$ cat src/sto_eval_defines.vh
/*
 constants for the fail-safe input torque-off evaluator.
 assumes a 25 MHz system clock; times given in microseconds.
*/
`ifndef STO_EVAL_DEFINES_VH
`define STO_EVAL_DEFINES_VH
`define CLK_HZ 25000000
`define TOL_TIME_US 500000
`define DEB_TIME_US 1000
`define TEST_ON_US 1000
`define TEST_OFF_US 4000
`define US_CYCLES(t) (((t) * (`CLK_HZ / 1000000)))
`define CMD_RESET_PARAMS 8'h05
`define CMD_IDLE 8'h00
`define FILT_COMMISSION 8'h5F
`define FILT_READY 8'h00
`define ENABLE_OFF 1'b0
`define ENABLE_BASIC 1'b1
`define PASSWORD_DEFAULT 32'h00000000
`define RESET_CYCLES 8'h10
`define CHANGE_WINDOW_US 100000
`define CHANGE_LIMIT 8'h10
`endif

$ cat src/sto_eval.v
/*
 fail-safe two-channel input evaluator selecting safe torque off.
 assumes raw input pins asynchronous to clk_i; settings arrive as
 plain ports from a parameter manager on the same clock.
*/
`timescale 1ns/1ps
// Operation
// - compare both input channels continuously
// - tolerate mismatch for set tolerance time
// - any channel high-to-low selects torque off
// - persistent mismatch flags a wiring fault
// - configurable debounce filter, default one ms
// - filter: act only after stable debounce
// - too many changes per interval faults
// - torque off active flag reads one
// - enable zero inhibits, one enables basic
// - command five resets params, then zero
// - settings change only in commissioning state
// - password default zero, range one upward, twice
// - bad password keeps the old value
// - safety filter independent of standard debounce
`include "sto_eval_defines.vh"
module sto_eval #(
  parameter TOL_DEFAULT = `US_CYCLES(`TOL_TIME_US),
  parameter DEB_DEFAULT = `US_CYCLES(`DEB_TIME_US),
  parameter WIN_CYCLES = `US_CYCLES(`CHANGE_WINDOW_US),
  parameter [7:0] CHANGE_LIMIT = `CHANGE_LIMIT
) (
  input wire clk_i,
  input wire rstn_i,
  input wire [1:0] failsafe_input_pair_i,
  input wire [7:0] commissioning_filter_i,
  input wire set_wr_i,
  input wire [23:0] discrepancy_tolerance_time_i,
  input wire [23:0] input_debounce_time_i,
  input wire safety_function_enable_i,
  input wire cmd_wr_i,
  input wire [7:0] parameter_reset_command_i,
  input wire pw_wr_i,
  input wire [31:0] new_password_entry_i,
  input wire [31:0] confirm_password_entry_i,
  input wire [31:0] password_entry_i,
  input wire fault_clear_i,
  output reg safe_torque_off_o,
  output reg torque_off_active_flag_o,
  output reg wiring_fault_o,
  output reg change_fault_o,
  output reg [7:0] parameter_reset_command_o,
  output reg password_ok_o,
  output reg password_rejected_o,
  output reg [1:0] filtered_pair_o
);
  reg [1:0] s1, s2, s3;
  wire [1:0] filt;
  reg [1:0] filt_d;
  reg [23:0] tol_cnt;
  reg [23:0] tol_set;
  reg [23:0] deb_set;
  reg enable;
  reg [31:0] password;
  reg [23:0] win_cnt;
  reg [7:0] chg_cnt;
  reg [7:0] rst_cnt;
  reg resetting;
  wire commissioning = (commissioning_filter_i == `FILT_COMMISSION);
  wire [1:0] stable = ~(s2 ^ s3);
  wire mismatch = filt[0] ^ filt[1];
  wire [1:0] falls = filt_d & ~filt;
  wire [1:0] edges = filt_d ^ filt;
  wire [23:0] tol_def = TOL_DEFAULT[23:0];
  wire [23:0] deb_def = DEB_DEFAULT[23:0];
  // input synchronisers, three stages per channel
  always @(posedge clk_i or negedge rstn_i) begin
    if (!rstn_i) begin
      s1 <= 2'h3;
      s2 <= 2'h3;
      s3 <= 2'h3;
    end else begin
      s1 <= failsafe_input_pair_i;
      s2 <= s1;
      s3 <= s2;
    end
  end
  // per-channel debounce, own timer separate from standard inputs
  genvar g;
  generate
    for (g = 0; g < 2; g = g + 1) begin : chan
      reg [23:0] cnt;
      reg level;
      assign filt[g] = level;
      always @(posedge clk_i or negedge rstn_i) begin
        if (!rstn_i) begin
          cnt <= 24'h000000;
          level <= 1'b1;
        end else if (!stable[g] || s3[g] == level) begin
          cnt <= 24'h000000;
        end else if (cnt + 24'h000001 >= deb_set) begin
          level <= s3[g];
          cnt <= 24'h000000;
        end else begin
          cnt <= cnt + 24'h000001;
        end
      end
    end
  endgenerate
  // settings, parameter reset and password store
  always @(posedge clk_i or negedge rstn_i) begin
    if (!rstn_i) begin
      tol_set <= 24'h000000;
      deb_set <= 24'h000000;
      enable <= `ENABLE_OFF;
      password <= `PASSWORD_DEFAULT;
      resetting <= 1'b1;
      rst_cnt <= 8'h00;
      parameter_reset_command_o <= `CMD_IDLE;
      password_ok_o <= 1'b0;
      password_rejected_o <= 1'b0;
    end else begin
      password_ok_o <= 1'b0;
      password_rejected_o <= 1'b0;
      if (resetting) begin
        tol_set <= tol_def;
        deb_set <= deb_def;
        enable <= `ENABLE_OFF;
        password <= `PASSWORD_DEFAULT;
        if (rst_cnt == `RESET_CYCLES) begin
          resetting <= 1'b0;
          rst_cnt <= 8'h00;
          parameter_reset_command_o <= `CMD_IDLE;
        end else begin
          rst_cnt <= rst_cnt + 8'h01;
        end
      end else if (commissioning) begin
        if (cmd_wr_i && parameter_reset_command_i == `CMD_RESET_PARAMS
            && password_entry_i == password) begin
          resetting <= 1'b1;
          parameter_reset_command_o <= `CMD_RESET_PARAMS;
        end else if (set_wr_i && password_entry_i == password) begin
          tol_set <= discrepancy_tolerance_time_i;
          deb_set <= input_debounce_time_i;
          enable <= safety_function_enable_i;
        end
        if (pw_wr_i) begin
          if (password_entry_i == password
              && new_password_entry_i != 32'h00000000
              && new_password_entry_i == confirm_password_entry_i) begin
            password <= new_password_entry_i;
            password_ok_o <= 1'b1;
          end else begin
            password_rejected_o <= 1'b1;
          end
        end
      end
    end
  end
  // discrepancy monitor and change counter
  always @(posedge clk_i or negedge rstn_i) begin
    if (!rstn_i) begin
      filt_d <= 2'h3;
      tol_cnt <= 24'h000000;
      win_cnt <= 24'h000000;
      chg_cnt <= 8'h00;
      wiring_fault_o <= 1'b0;
      change_fault_o <= 1'b0;
    end else begin
      filt_d <= filt;
      if (!mismatch) begin
        tol_cnt <= 24'h000000;
      end else if (tol_cnt >= tol_set) begin
        wiring_fault_o <= 1'b1;
      end else begin
        tol_cnt <= tol_cnt + 24'h000001;
      end
      if (win_cnt + 24'h000001 >= WIN_CYCLES[23:0]) begin
        win_cnt <= 24'h000000;
        chg_cnt <= 8'h00;
      end else begin
        win_cnt <= win_cnt + 24'h000001;
        if (edges != 2'h0 && chg_cnt != 8'hFF) begin
          chg_cnt <= chg_cnt + 8'h01;
        end
      end
      if (chg_cnt > CHANGE_LIMIT) begin
        change_fault_o <= 1'b1;
      end else if (fault_clear_i && !mismatch) begin
        change_fault_o <= 1'b0;
      end
      if (fault_clear_i && !mismatch && tol_cnt < tol_set) begin
        wiring_fault_o <= 1'b0;
      end
    end
  end
  // torque off selection and status
  always @(posedge clk_i or negedge rstn_i) begin
    if (!rstn_i) begin
      safe_torque_off_o <= 1'b1;
      torque_off_active_flag_o <= 1'b1;
      filtered_pair_o <= 2'h3;
    end else begin
      filtered_pair_o <= filt;
      if (enable != `ENABLE_BASIC) begin
        safe_torque_off_o <= 1'b0;
        torque_off_active_flag_o <= 1'b0;
      end else if (falls != 2'h0 || filt != 2'h3 || wiring_fault_o
                   || change_fault_o) begin
        safe_torque_off_o <= 1'b1;
        torque_off_active_flag_o <= 1'b1;
      end else begin
        safe_torque_off_o <= 1'b0;
        torque_off_active_flag_o <= 1'b0;
      end
    end
  end
endmodule

$ cat config.mk
export PLATFORM = sky130hd
export DESIGN_NAME = sto_eval
export DESIGN_NICKNAME = d
export VERILOG_FILES = /design/src/sto_eval.v
export VERILOG_INCLUDE_DIRS = /design/src
export SDC_FILE = /design/constraint.sdc
export NUM_CORES = 1
export LEC_CHECK = 0
export BUFFER_PORTS_ARGS = -buffer_cell sky130_fd_sc_hd__buf_4
export CORE_AREA = 2 2 163 165
export CTS_CLUSTER_DIAMETER = 150
export DETAILED_ROUTE_END_ITERATION = 8
export DIE_AREA = 0 0 165 167
export PLACE_DENSITY = 0.81
export SETUP_SLACK_MARGIN = 0.4
export SLEW_MARGIN = 20
export SYNTH_ARGS = -nofsm -noshare
export SYNTH_HDL_FRONTEND = slang
export SYNTH_SLANG_ARGS = --single-unit
$ cat constraint.sdc
create_clock -name clk_i -period 8.9 [get_ports clk_i]
set_clock_uncertainty 0.2 [all_clocks]
set_input_delay 0.445 -clock clk_i [delete_from_list [all_inputs] [get_ports clk_i]]
set_output_delay 0.445 -clock clk_i [all_outputs]
set_load 0.01 [all_outputs]
* Yosys cells after proc, flatten, opt, wreduce, memory -nomap -nowiden
Cells that the tools add are included.
** Storage, ports and cells
- Register bits after elaboration :: 217
- Input port bits :: 169
- Output and inout bits :: 16
** Operators by class
- Bitwise operators :: 8
- Reduce and logical (&&, ||, !) cells :: 34
- Add/subtract/negate cells :: 6
- $lt $le $gt $ge :: 6
- Equality and inequality tests :: 12
- Mux-type cells :: 49
** Operator list (number)
- 24-bit 2-to-1 mux :: 15
- 32-bit 2-to-1 mux :: 4
- 24-bit by 1-bit adder with 24-bit output, second input constant :: 4
- 24-bit >= comparator :: 3
- 32-bit equality test :: 2
- 8-bit 2-to-1 mux :: 7
- 32-bit nonzero test :: 1
- 24-bit by 22-bit >= comparator with 1-bit output, second input constant :: 1
- 24-bit < comparator :: 1
- 1-bit 2-to-1 mux :: 23
- 2-bit nonzero test :: 11
- 8-bit by 1-bit adder with 8-bit output, second input constant :: 2
- 3-bit AND reduction :: 3
- 8-bit by 3-bit equality test with 1-bit output, second input constant :: 1
- 8-bit by 5-bit equality test with 1-bit output, second input constant :: 1
- 8-bit by 7-bit equality test with 1-bit output, second input constant :: 1
- 8-bit by 5-bit greater-than comparator with 1-bit output, second input constant :: 1
- 1-bit logical AND :: 8
- 8-bit inequality test, second input constant :: 1
- 2-bit inequality test, second input constant :: 3
- 2-bit AND reduction :: 3
- 1-bit logical OR :: 5
- 2-bit inverter :: 2
- 2-bit XOR :: 2
- other kinds (6) :: 10

* Logic depth before layout (Yosys ltp)
Gate-level depths: netlist of the first run.
- Depth after elaboration :: 8
- Depth in mapped cells :: 16
- Mapped depth without buffers :: 14

* Worst setup path after synthesis of the first run
OpenSTA, ideal clock, no wires.
- Path kind :: register -> register
- Start point :: reg chan[1].cnt[5]
- End point :: reg chan[1].cnt[10]
- Library setup time :: 0.074 ns
- Cell stages (with the launch flop) :: 16
- Path slack :: 5.387 ns
- Arrival time :: 3.240 ns
- Path through :: dfrtp_1 > and4_1 > and3_1 > nand3_1 > nor3_1 > nand3_1 > xnor2_1 > ha_1 > a21o_1 > a21o_1 > a21oi_1 > nor2_1 > a211oi_1 > o211ai_1 > clkbuf_1 > nor2b_1
** Between the ends
- Cells in the longest elaborated chain, start to end :: 4
** RTL lines
- from (decl) :: line sto_eval.v:88 : reg [23:0] cnt;
- from (signal assigned) :: line sto_eval.v:101 : cnt <= cnt + 24'h000001;
- 24-bit by 1-bit adder with 24-bit output (*) :: line sto_eval.v:97, sto_eval.v:101
- 24-bit >= comparator :: line sto_eval.v:97 : end else if (cnt + 24'h000001 >= deb_set) begin
- 24-bit 2-to-1 mux (*) :: line sto_eval.v:97
- 24-bit 2-to-1 mux (*) :: line sto_eval.v:95 : end else if (!stable[g] || s3[g] == level) begin
Every way passes the cells marked *; elsewhere a longest branch is shown, timed or not.
A chain may end at the register's enable or synchronous reset.

* Worst setup path after layout of the first run
- Start point :: reg chan[0].cnt[2]
- End point :: reg chan[0].cnt[20]
** Between the ends
- Cells in the longest elaborated chain, start to end :: 4
** RTL lines (line)
- from (decl) :: sto_eval.v:88
- from (signal assigned) :: sto_eval.v:101
- 24-bit by 1-bit adder with 24-bit output (*) :: sto_eval.v:97, sto_eval.v:101
- 24-bit >= comparator :: sto_eval.v:97
- 24-bit 2-to-1 mux (*) :: sto_eval.v:97
- 24-bit 2-to-1 mux (*) :: sto_eval.v:95
Marked as above.

==> impl_metrics.yaml, run 1 <==
clocking:
  cts_setup_buffers: 0
  clock_latency_ns: 0.53
  cts_sinks: 210
  cts_resized: 0
  h-tree-depth: 1
  root_buffer: "clkbuf_16"
  postCtsHoldBufs: 74
  path_clk_slew_ns: 0.06
  cts_inserted_buffers: 25
  cts_max_path_buffers: 3
  tritoncts: "built"
worst_setup_path:
  endpoint_kind: "flop"
  path_cells: "and4_1 > nor2b_1 > nand2_1 > nor2_1 > xor2_1 > ha_1 > a21o_1 > a21o_1 > a221oi_1 > o211ai_1 > a211oi_2 > nand2_1 > nor2b_1"
  worst-setup-path-type: "reg2reg"
  crit_arrival_ns: 4.63
  cp_max_fo: 18
  worstPathRequired_ns: 9.15
  start_kind: "flop"
  crit_slowest_cell: "a211oi_2"
  slowest_delay_ns: 0.85
global_routing:
  antenna_found_initial: 0
  grt_pass1_wl_um: 51900
  grt_max_degree: 79
  gr-total-overflow: 0
  grt_usage_pct: 23.4
  grt_pass1_vias: 10698
yosys:
  async_reset_ff_share_pct: 100
  synth-xor-area-share_pct: 10.1
  ys_ff_latch: 210
  synth.top_cells.by_area: "dfrtp_1 (39%), ha_1 (8.0%), xnor2_1 (6.2%)"
  ys_types: 81
  synth_flop_cell: "dfrtp_1"
  synth_warnings: 0
  yosysMostFrequentCell: "dfrtp_1"
  synth_edf_count: 0
  synthMuxAreaShare_pct: 4.23
  synth_fa_ha_area_share_pct: 8.00
  yosysTopAreaCell: "dfrtp_1"
  yosysSeqAreaShare_pct: 41.6
  syn_area_mm2: 0.0127
  synth-compound-area-share_pct: 11.6
  netlist_instances: 1282
  synth_top_family_by_area: "simple AND/OR/NAND/NOR gates"
  synth_top_area_share_pct: 39.1
  syn_avg_cell_area_um2: 9.88
  synthSimpleGateAreaFrac_pct: 20.1
  synthTopCellsByCount: "dfrtp_1 (198), nand2_1 (91), xnor2_1 (89)"
timing:
  worst_slack_ns: 4.53
  finalMaxSlewViolations: 0
  tightest_slew_ns: 0.967
  layout_min_cycle_time_ns: 4.37
  maxSlewHeadroom_pct: 35.5
  post-route-period-util_pct: 49.1
  fin_setup_tns_ns: 0
  rsz0062_at_grt: "false"
  holdWs_ns: 0.0151
  fmax_mhz: 229
  hold_viol: 0
  setup_violations: 0
route:
  dr.pass1.iters: 5
  wl_per_cell_um: 17.4
  viasPerCell: 5.61
  drt-total-wl_um: 32600
  final_antenna_net_count: 0
  drc_errors: 0
  drt_iter0_markers: 622
  vias: 10537
place:
  io_buffers: 178
  dp_cells: 1757
  dp_slack_ns: 4.58
  gp_congestion: 0.931
  hpwl_um: 23500
cells_and_area:
  nets: 1773
  drive_gt1_share_pct: 18.6
  fin_cells: 1877
  diodes: 0
  syn2layout_area_growth_pct: 24.8
floorplan:
  std_cell_rows: 59
  dieArea_mm2: 0.0276
  initial_core_util_pct: 49.2
  core_mm2: 0.0258
  io_pins: 185
  die_w_um: 165
  die_y_um: 167
pwr:
  powerDensity_mw_per_mm2: 135
  leakage_nw: 7.65
  p_total_mw: 2.13
  ir_drop_uv: 122
hold_path:
  hold_class: "in2reg"
job:
  drv_cap: 0
status:
  status: "complete, no violations"
==> sequential cells by signal, indices dropped and copies added, names as in the netlist <==
register	flops
tol_set	24
filtered_pair_o	2
chg_cnt	8
s3	2
deb_set	24
change_fault_o	1
tol_cnt	24
password_rejected_o	1
resetting	1
password_ok_o	1
wiring_fault_o	1
enable	1
chan.level	2
s2	2
s1	2
rst_cnt	8
torque_off_active_flag_o	1
password	32
parameter_reset_command_o	1
win_cnt	24
chan.cnt	48
==> final timing paths <==
kind	start	endpoint	slack [ns]	depth (start not counted)
worst max-delay path	chan[0].cnt[2]	chan[0].cnt[20]	4.53	13
worst min-delay path	discrepancy_tolerance_time_i[19]	tol_set[19]	0.02	3
worst max register to register	chan[0].cnt[2]	chan[0].cnt[20]	4.53	13
worst min register to register	s1[0]	s2[0]	0.16	0
max in group asynchronous	rstn_i	chan[1].cnt[15]	6.78	3
min in group asynchronous	rstn_i	tol_set[14]	0.29	2
==> critical path, delay by kind of cell, from the launching register on <==
kind / cells / cell delay [ns]
XOR/XNOR: 1 / 0.21
AND/OR/NAND/NOR: 6 / 1.48
flip-flops: 1 / 0.42
adder cells (fa/ha/maj): 1 / 0.29
AO/OA/AOI/OAI: 5 / 1.70
==> cell type report <==
type	instances	area, µm²
Clock buffer	31	668
Clock inverter	15	143
Fill cell	2062	9950
Inverter	73	274
Multi-Input combinational cell	953	6890
Sequential cell	210	5270
Tap cell	335	419
Timing Repair Buffer	260	2140
==> layout by cell type, fill, tap and decap left out, types with 26 or more instances in the layout <==
master,instances
buf_4,185
nand3_1,44
dfrtp_1,198
nor2_1,88
nand2_1,91
ha_1,81
mux2i_1,49
dlygate4sd3_1,74
a21oi_1,42
and3_1,33
a22o_1,32
xor2_1,57
o21ai_0,26
nand4_1,47
xnor2_1,89
nand2b_1,31
nor2b_1,39
inv_1,72
==> stage by stage <==
stage	utilization, %	area [µm²]
global placement	55.3	14300
finish	61.4	15800
floorplan	-	12700
CTS	61.4	15800
detailed placement	55.3	14300
global route	61.4	15800
==> layer usage <==
layer	GRT usage [%]	share of wire, %	wire length, µm	vias to the layer above
met5	0	0	0	-
met4	9.15	4.0	1310	0
met3	3.31	5.0	1640	74
met2	41.7	50	16200	330
met1	28.3	41	13400	5113
li1	-	-	-	5020
==> logic make-up (layout without fill, tap and decap cells) <==
group | Yosys count | count (layout)
flip-flops | 210 | 210
buffers and inverters | 126 | 379
adder cells (fa/ha/maj) | 81 | 81
XOR/XNOR | 146 | 146
other | 1 | 8
AO/OA/AOI/OAI | 198 | 198
multiplexers | 53 | 53
AND/OR/NAND/NOR | 467 | 467
==> power by group <==
group | switching [mW] | internal [mW]
clock network | 0.426 | 0.573
registers | 0.00452 | 0.960
logic | 0.0793 | 0.0916
total | 0.510 | 1.63
No activity file was read; power rests on OpenSTA's default activity.
==> run 2, diff against run 1 <==
--- a/config.mk
+++ b/config.mk
@@ -6,11 +6,12 @@
 export SDC_FILE = /design/constraint.sdc
 export NUM_CORES = 1
 export LEC_CHECK = 0
+export ABC_AREA = 1
 export BUFFER_PORTS_ARGS = -buffer_cell sky130_fd_sc_hd__buf_4
-export CORE_AREA = 2 2 163 165
+export CORE_AREA = 2 2 169 171
 export CTS_CLUSTER_DIAMETER = 150
 export DETAILED_ROUTE_END_ITERATION = 8
-export DIE_AREA = 0 0 165 167
+export DIE_AREA = 0 0 171 173
 export PLACE_DENSITY = 0.81
 export SETUP_SLACK_MARGIN = 0.4
 export SLEW_MARGIN = 20
==> constraint.sdc (replaced) <==
create_clock -name clk_i -period 4.1 [get_ports clk_i]
set_clock_uncertainty 0.2 [all_clocks]
set_input_delay 0.205 -clock clk_i [delete_from_list [all_inputs] [get_ports clk_i]]
set_output_delay 0.205 -clock clk_i [all_outputs]
set_load 0.01 [all_outputs]
==> impl_metrics.yaml, run 2 <==
worst_setup_path:
  start_kind: "flop"
  cp_max_fo: 5
  r2r_end: "chan[1].cnt[2]"
  r2r-start: "chan[1].cnt[0]"
  worst_r2r_path_depth: 22
  path_cells: "ha_1 > nand3_2 > nor2_2 > nand2_1 > nor3_2 > nand2_1 > nor2_2 > nand2_1 > inv_1 > nand4_1 > nand2_1 > inv_1 > ha_1 > nand2_1 > nor2_1 > nand2_1 > nor2_1 > nand2_1 > nand4_1 > buf_4 > buf_4 > nor2_1"
  worst-setup-path-type: "reg2reg"
  reg2reg_setup_slack_ns: 0.66
  timing.critical_path.mode_cell: "nand2_1"
  endpoint_kind: "flop"
  slowest_delay_ns: 0.39
  worstPathRequired_ns: 4.30
  crit_slowest_cell: "dfrtp_2"
  crit_arrival_ns: 3.65
floorplan:
  die_y_um: 173
  core_mm2: 0.0276
  std_cell_rows: 61
  initial_core_util_pct: 49.7
  io_pins: 185
  dieArea_mm2: 0.0296
  die_w_um: 171
timing:
  layout_min_cycle_time_ns: 3.44
  maxSlewHeadroom_pct: 35.7
  fin_setup_tns_ns: 0
  post-route-period-util_pct: 83.9
  tightest_slew_ns: 0.956
  finalMaxSlewViolations: 0
  setup_violations: 0
  hold_viol: 0
  worst_slack_ns: 0.659
  rsz0062_at_grt: "false"
  fmax_mhz: 291
  holdWs_ns: 0.0451
yosys:
  async_reset_ff_share_pct: 100
  syn_avg_cell_area_um2: 7.43
  yosysTopAreaCell: "dfrtp_1"
  syn_area_mm2: 0.0137
  synth-xor-area-share_pct: 7.91
  ys_types: 45
  synth_edf_count: 0
  synthMuxAreaShare_pct: 0
  synth_flop_cell: "dfrtp_1"
  synth_top_area_share_pct: 36.1
  netlist_instances: 1848
  ys_ff_latch: 210
  synth_warnings: 0
  synth-compound-area-share_pct: 3.37
  synth_fa_ha_area_share_pct: 7.38
  yosysMostFrequentCell: "nand2_1"
  synthSimpleGateAreaFrac_pct: 33.9
  yosysSeqAreaShare_pct: 38.4
  synthTopCellsByCount: "nand2_1 (451), inv_1 (247), nor2_1 (227)"
  synth.top_cells.by_area: "dfrtp_1 (36%), nand2_1 (12%), ha_1 (7.4%)"
  synth_top_family_by_area: "simple AND/OR/NAND/NOR gates"
cells_and_area:
  nets: 2369
  final_common_cell: "nand2_1"
  postLayoutCoreUtil_pct: 62.7
  largest_reg_flops: 48
  final_cell_mix: "nand2_1 (450), inv_1 (247), nor2_1 (220), buf_4 (199), dfrtp_1 (197)"
  reg.largest.list: "chan.cnt (48), password (32)"
  drive_gt1_share_pct: 16.8
  top_register: "chan.cnt"
  syn2layout_area_growth_pct: 26.1
clocking:
  clock_latency_ns: 0.54
  h-tree-depth: 1
  cts_inserted_buffers: 25
  path_clk_slew_ns: 0.06
  cts_sinks: 210
  root_buffer: "clkbuf_16"
  tritoncts: "built"
  cts_max_path_buffers: 3
global_routing:
  grt_usage_pct: 25.4
  gr-total-overflow: 0
  antenna_found_initial: 2
  grt_pass1_vias: 12803
  grt_pass1_wl_um: 61700
  grt_max_degree: 110
route:
  vias: 13101
  viasPerCell: 5.20
  drc_errors: 0
  final_antenna_net_count: 0
  dr.pass1.iters: 6
  drt_iter0_markers: 1093
  wl_per_cell_um: 15.1
  drt-total-wl_um: 37900
place:
  hpwl_um: 26800
  dp_slack_ns: 0.329
  io_buffers: 178
  gp_congestion: 0.898
job:
  drv_cap: 0
pwr:
  powerDensity_mw_per_mm2: 277
  leakage_nw: 9.03
  p_total_mw: 4.80
  ir_drop_uv: 194
status:
  status: "complete, no violations"
hold_path:
  hold_end: "resetting"
  hold_class: "in2reg"
  worstHoldPathCells: 8
  hold_start: "password_entry_i[6]"
-- run 2: changes by cell type after synthesis, sizes merged, moves of 27 or more --
cell,previous run,this run
nand2b,31,1
nor2,89,270
nor2b,40,0
inv,73,248
nand2,93,464
xnor2,89,60
a22o,32,0
nand3,45,161
mux2i,49,0
o22ai,29,2
and3,34,1
-- run 2: metrics by stage --
step / area [µm²] / instances
finish: 17300 / 2518
global route: 17300 / 2518
CTS: 17100 / 2506
detailed placement: 15400 / 2371
global placement: 15400 / 2371
floorplan: 13800 / 1855
-- run 2: timing repair --
action / CTS / global route
setup endpoints to repair: 24 / 49
endpoints found under the hold margin: 183 / 0
gates cloned: 0 / 3
pin swaps: 0 / 5
buffers inserted: 0 / 7
resized for setup: 1 / 25
hold buffers: 89 / 0
-- run 2: critical path, delay by kind of cell (launching register included) --
kind                     cells  cell delay [ns]
AND/OR/NAND/NOR             16             1.82
adder cells (fa/ha/maj)      2             0.49
buffers and inverters        4             0.46
flip-flops                   1             0.39
-- run 2: cell type report --
class / instances / area (µm²)
diodes: 2 / 5.00
clock buffers: 31 / 668
clock inverters: 15 / 171
fillers: 2287 / 10300
inverters: 249 / 935
multi-input cells: 1339 / 7320
flip-flops and latches: 210 / 5270
well taps: 378 / 473
repair buffers: 294 / 2480
-- run 2: kinds of logic after synthesis --
family	Yosys count
flip-flops	210
AND/OR/NAND/NOR	1043
buffers and inverters	306
XOR/XNOR	124
adder cells (fa/ha/maj)	81
AO/OA/AOI/OAI	83
other	1
-- run 2: worst max-delay path by stage --
stage                   start         endpoint  depth (start not counted)
5_1_grt        chan[1].cnt[0]  chan[1].cnt[17]                         22
2_1_floorplan  chan[0].cnt[0]  chan[0].cnt[12]                         19
3_3_place_gp   chan[0].cnt[0]  chan[0].cnt[21]                         19
4_1_cts        chan[0].cnt[0]  chan[0].cnt[19]                         19
3_5_place_dp   chan[0].cnt[0]  chan[0].cnt[19]                         19
6_report       chan[1].cnt[0]   chan[1].cnt[2]                         22
-- run 2: layer usage --
layer	up-vias	share of wire, %	GRT usage, %
li1	6373	-	-
met2	506	50	44.0
met5	-	0	0
met1	6131	41	32.5
met3	91	6.0	3.43
met4	0	3.2	8.79
-- run 2: where the power goes --
| group | total [mW] | internal, mW | leakage, nW | switching (mW) |
|---|---|---|---|---|
| Clock | 2.28 | 1.35 | 0.403 | 0.925 |
| Combinational | 0.430 | 0.230 | 5.84 | 0.200 |
| Sequential | 2.09 | 2.09 | 2.79 | 0.00891 |
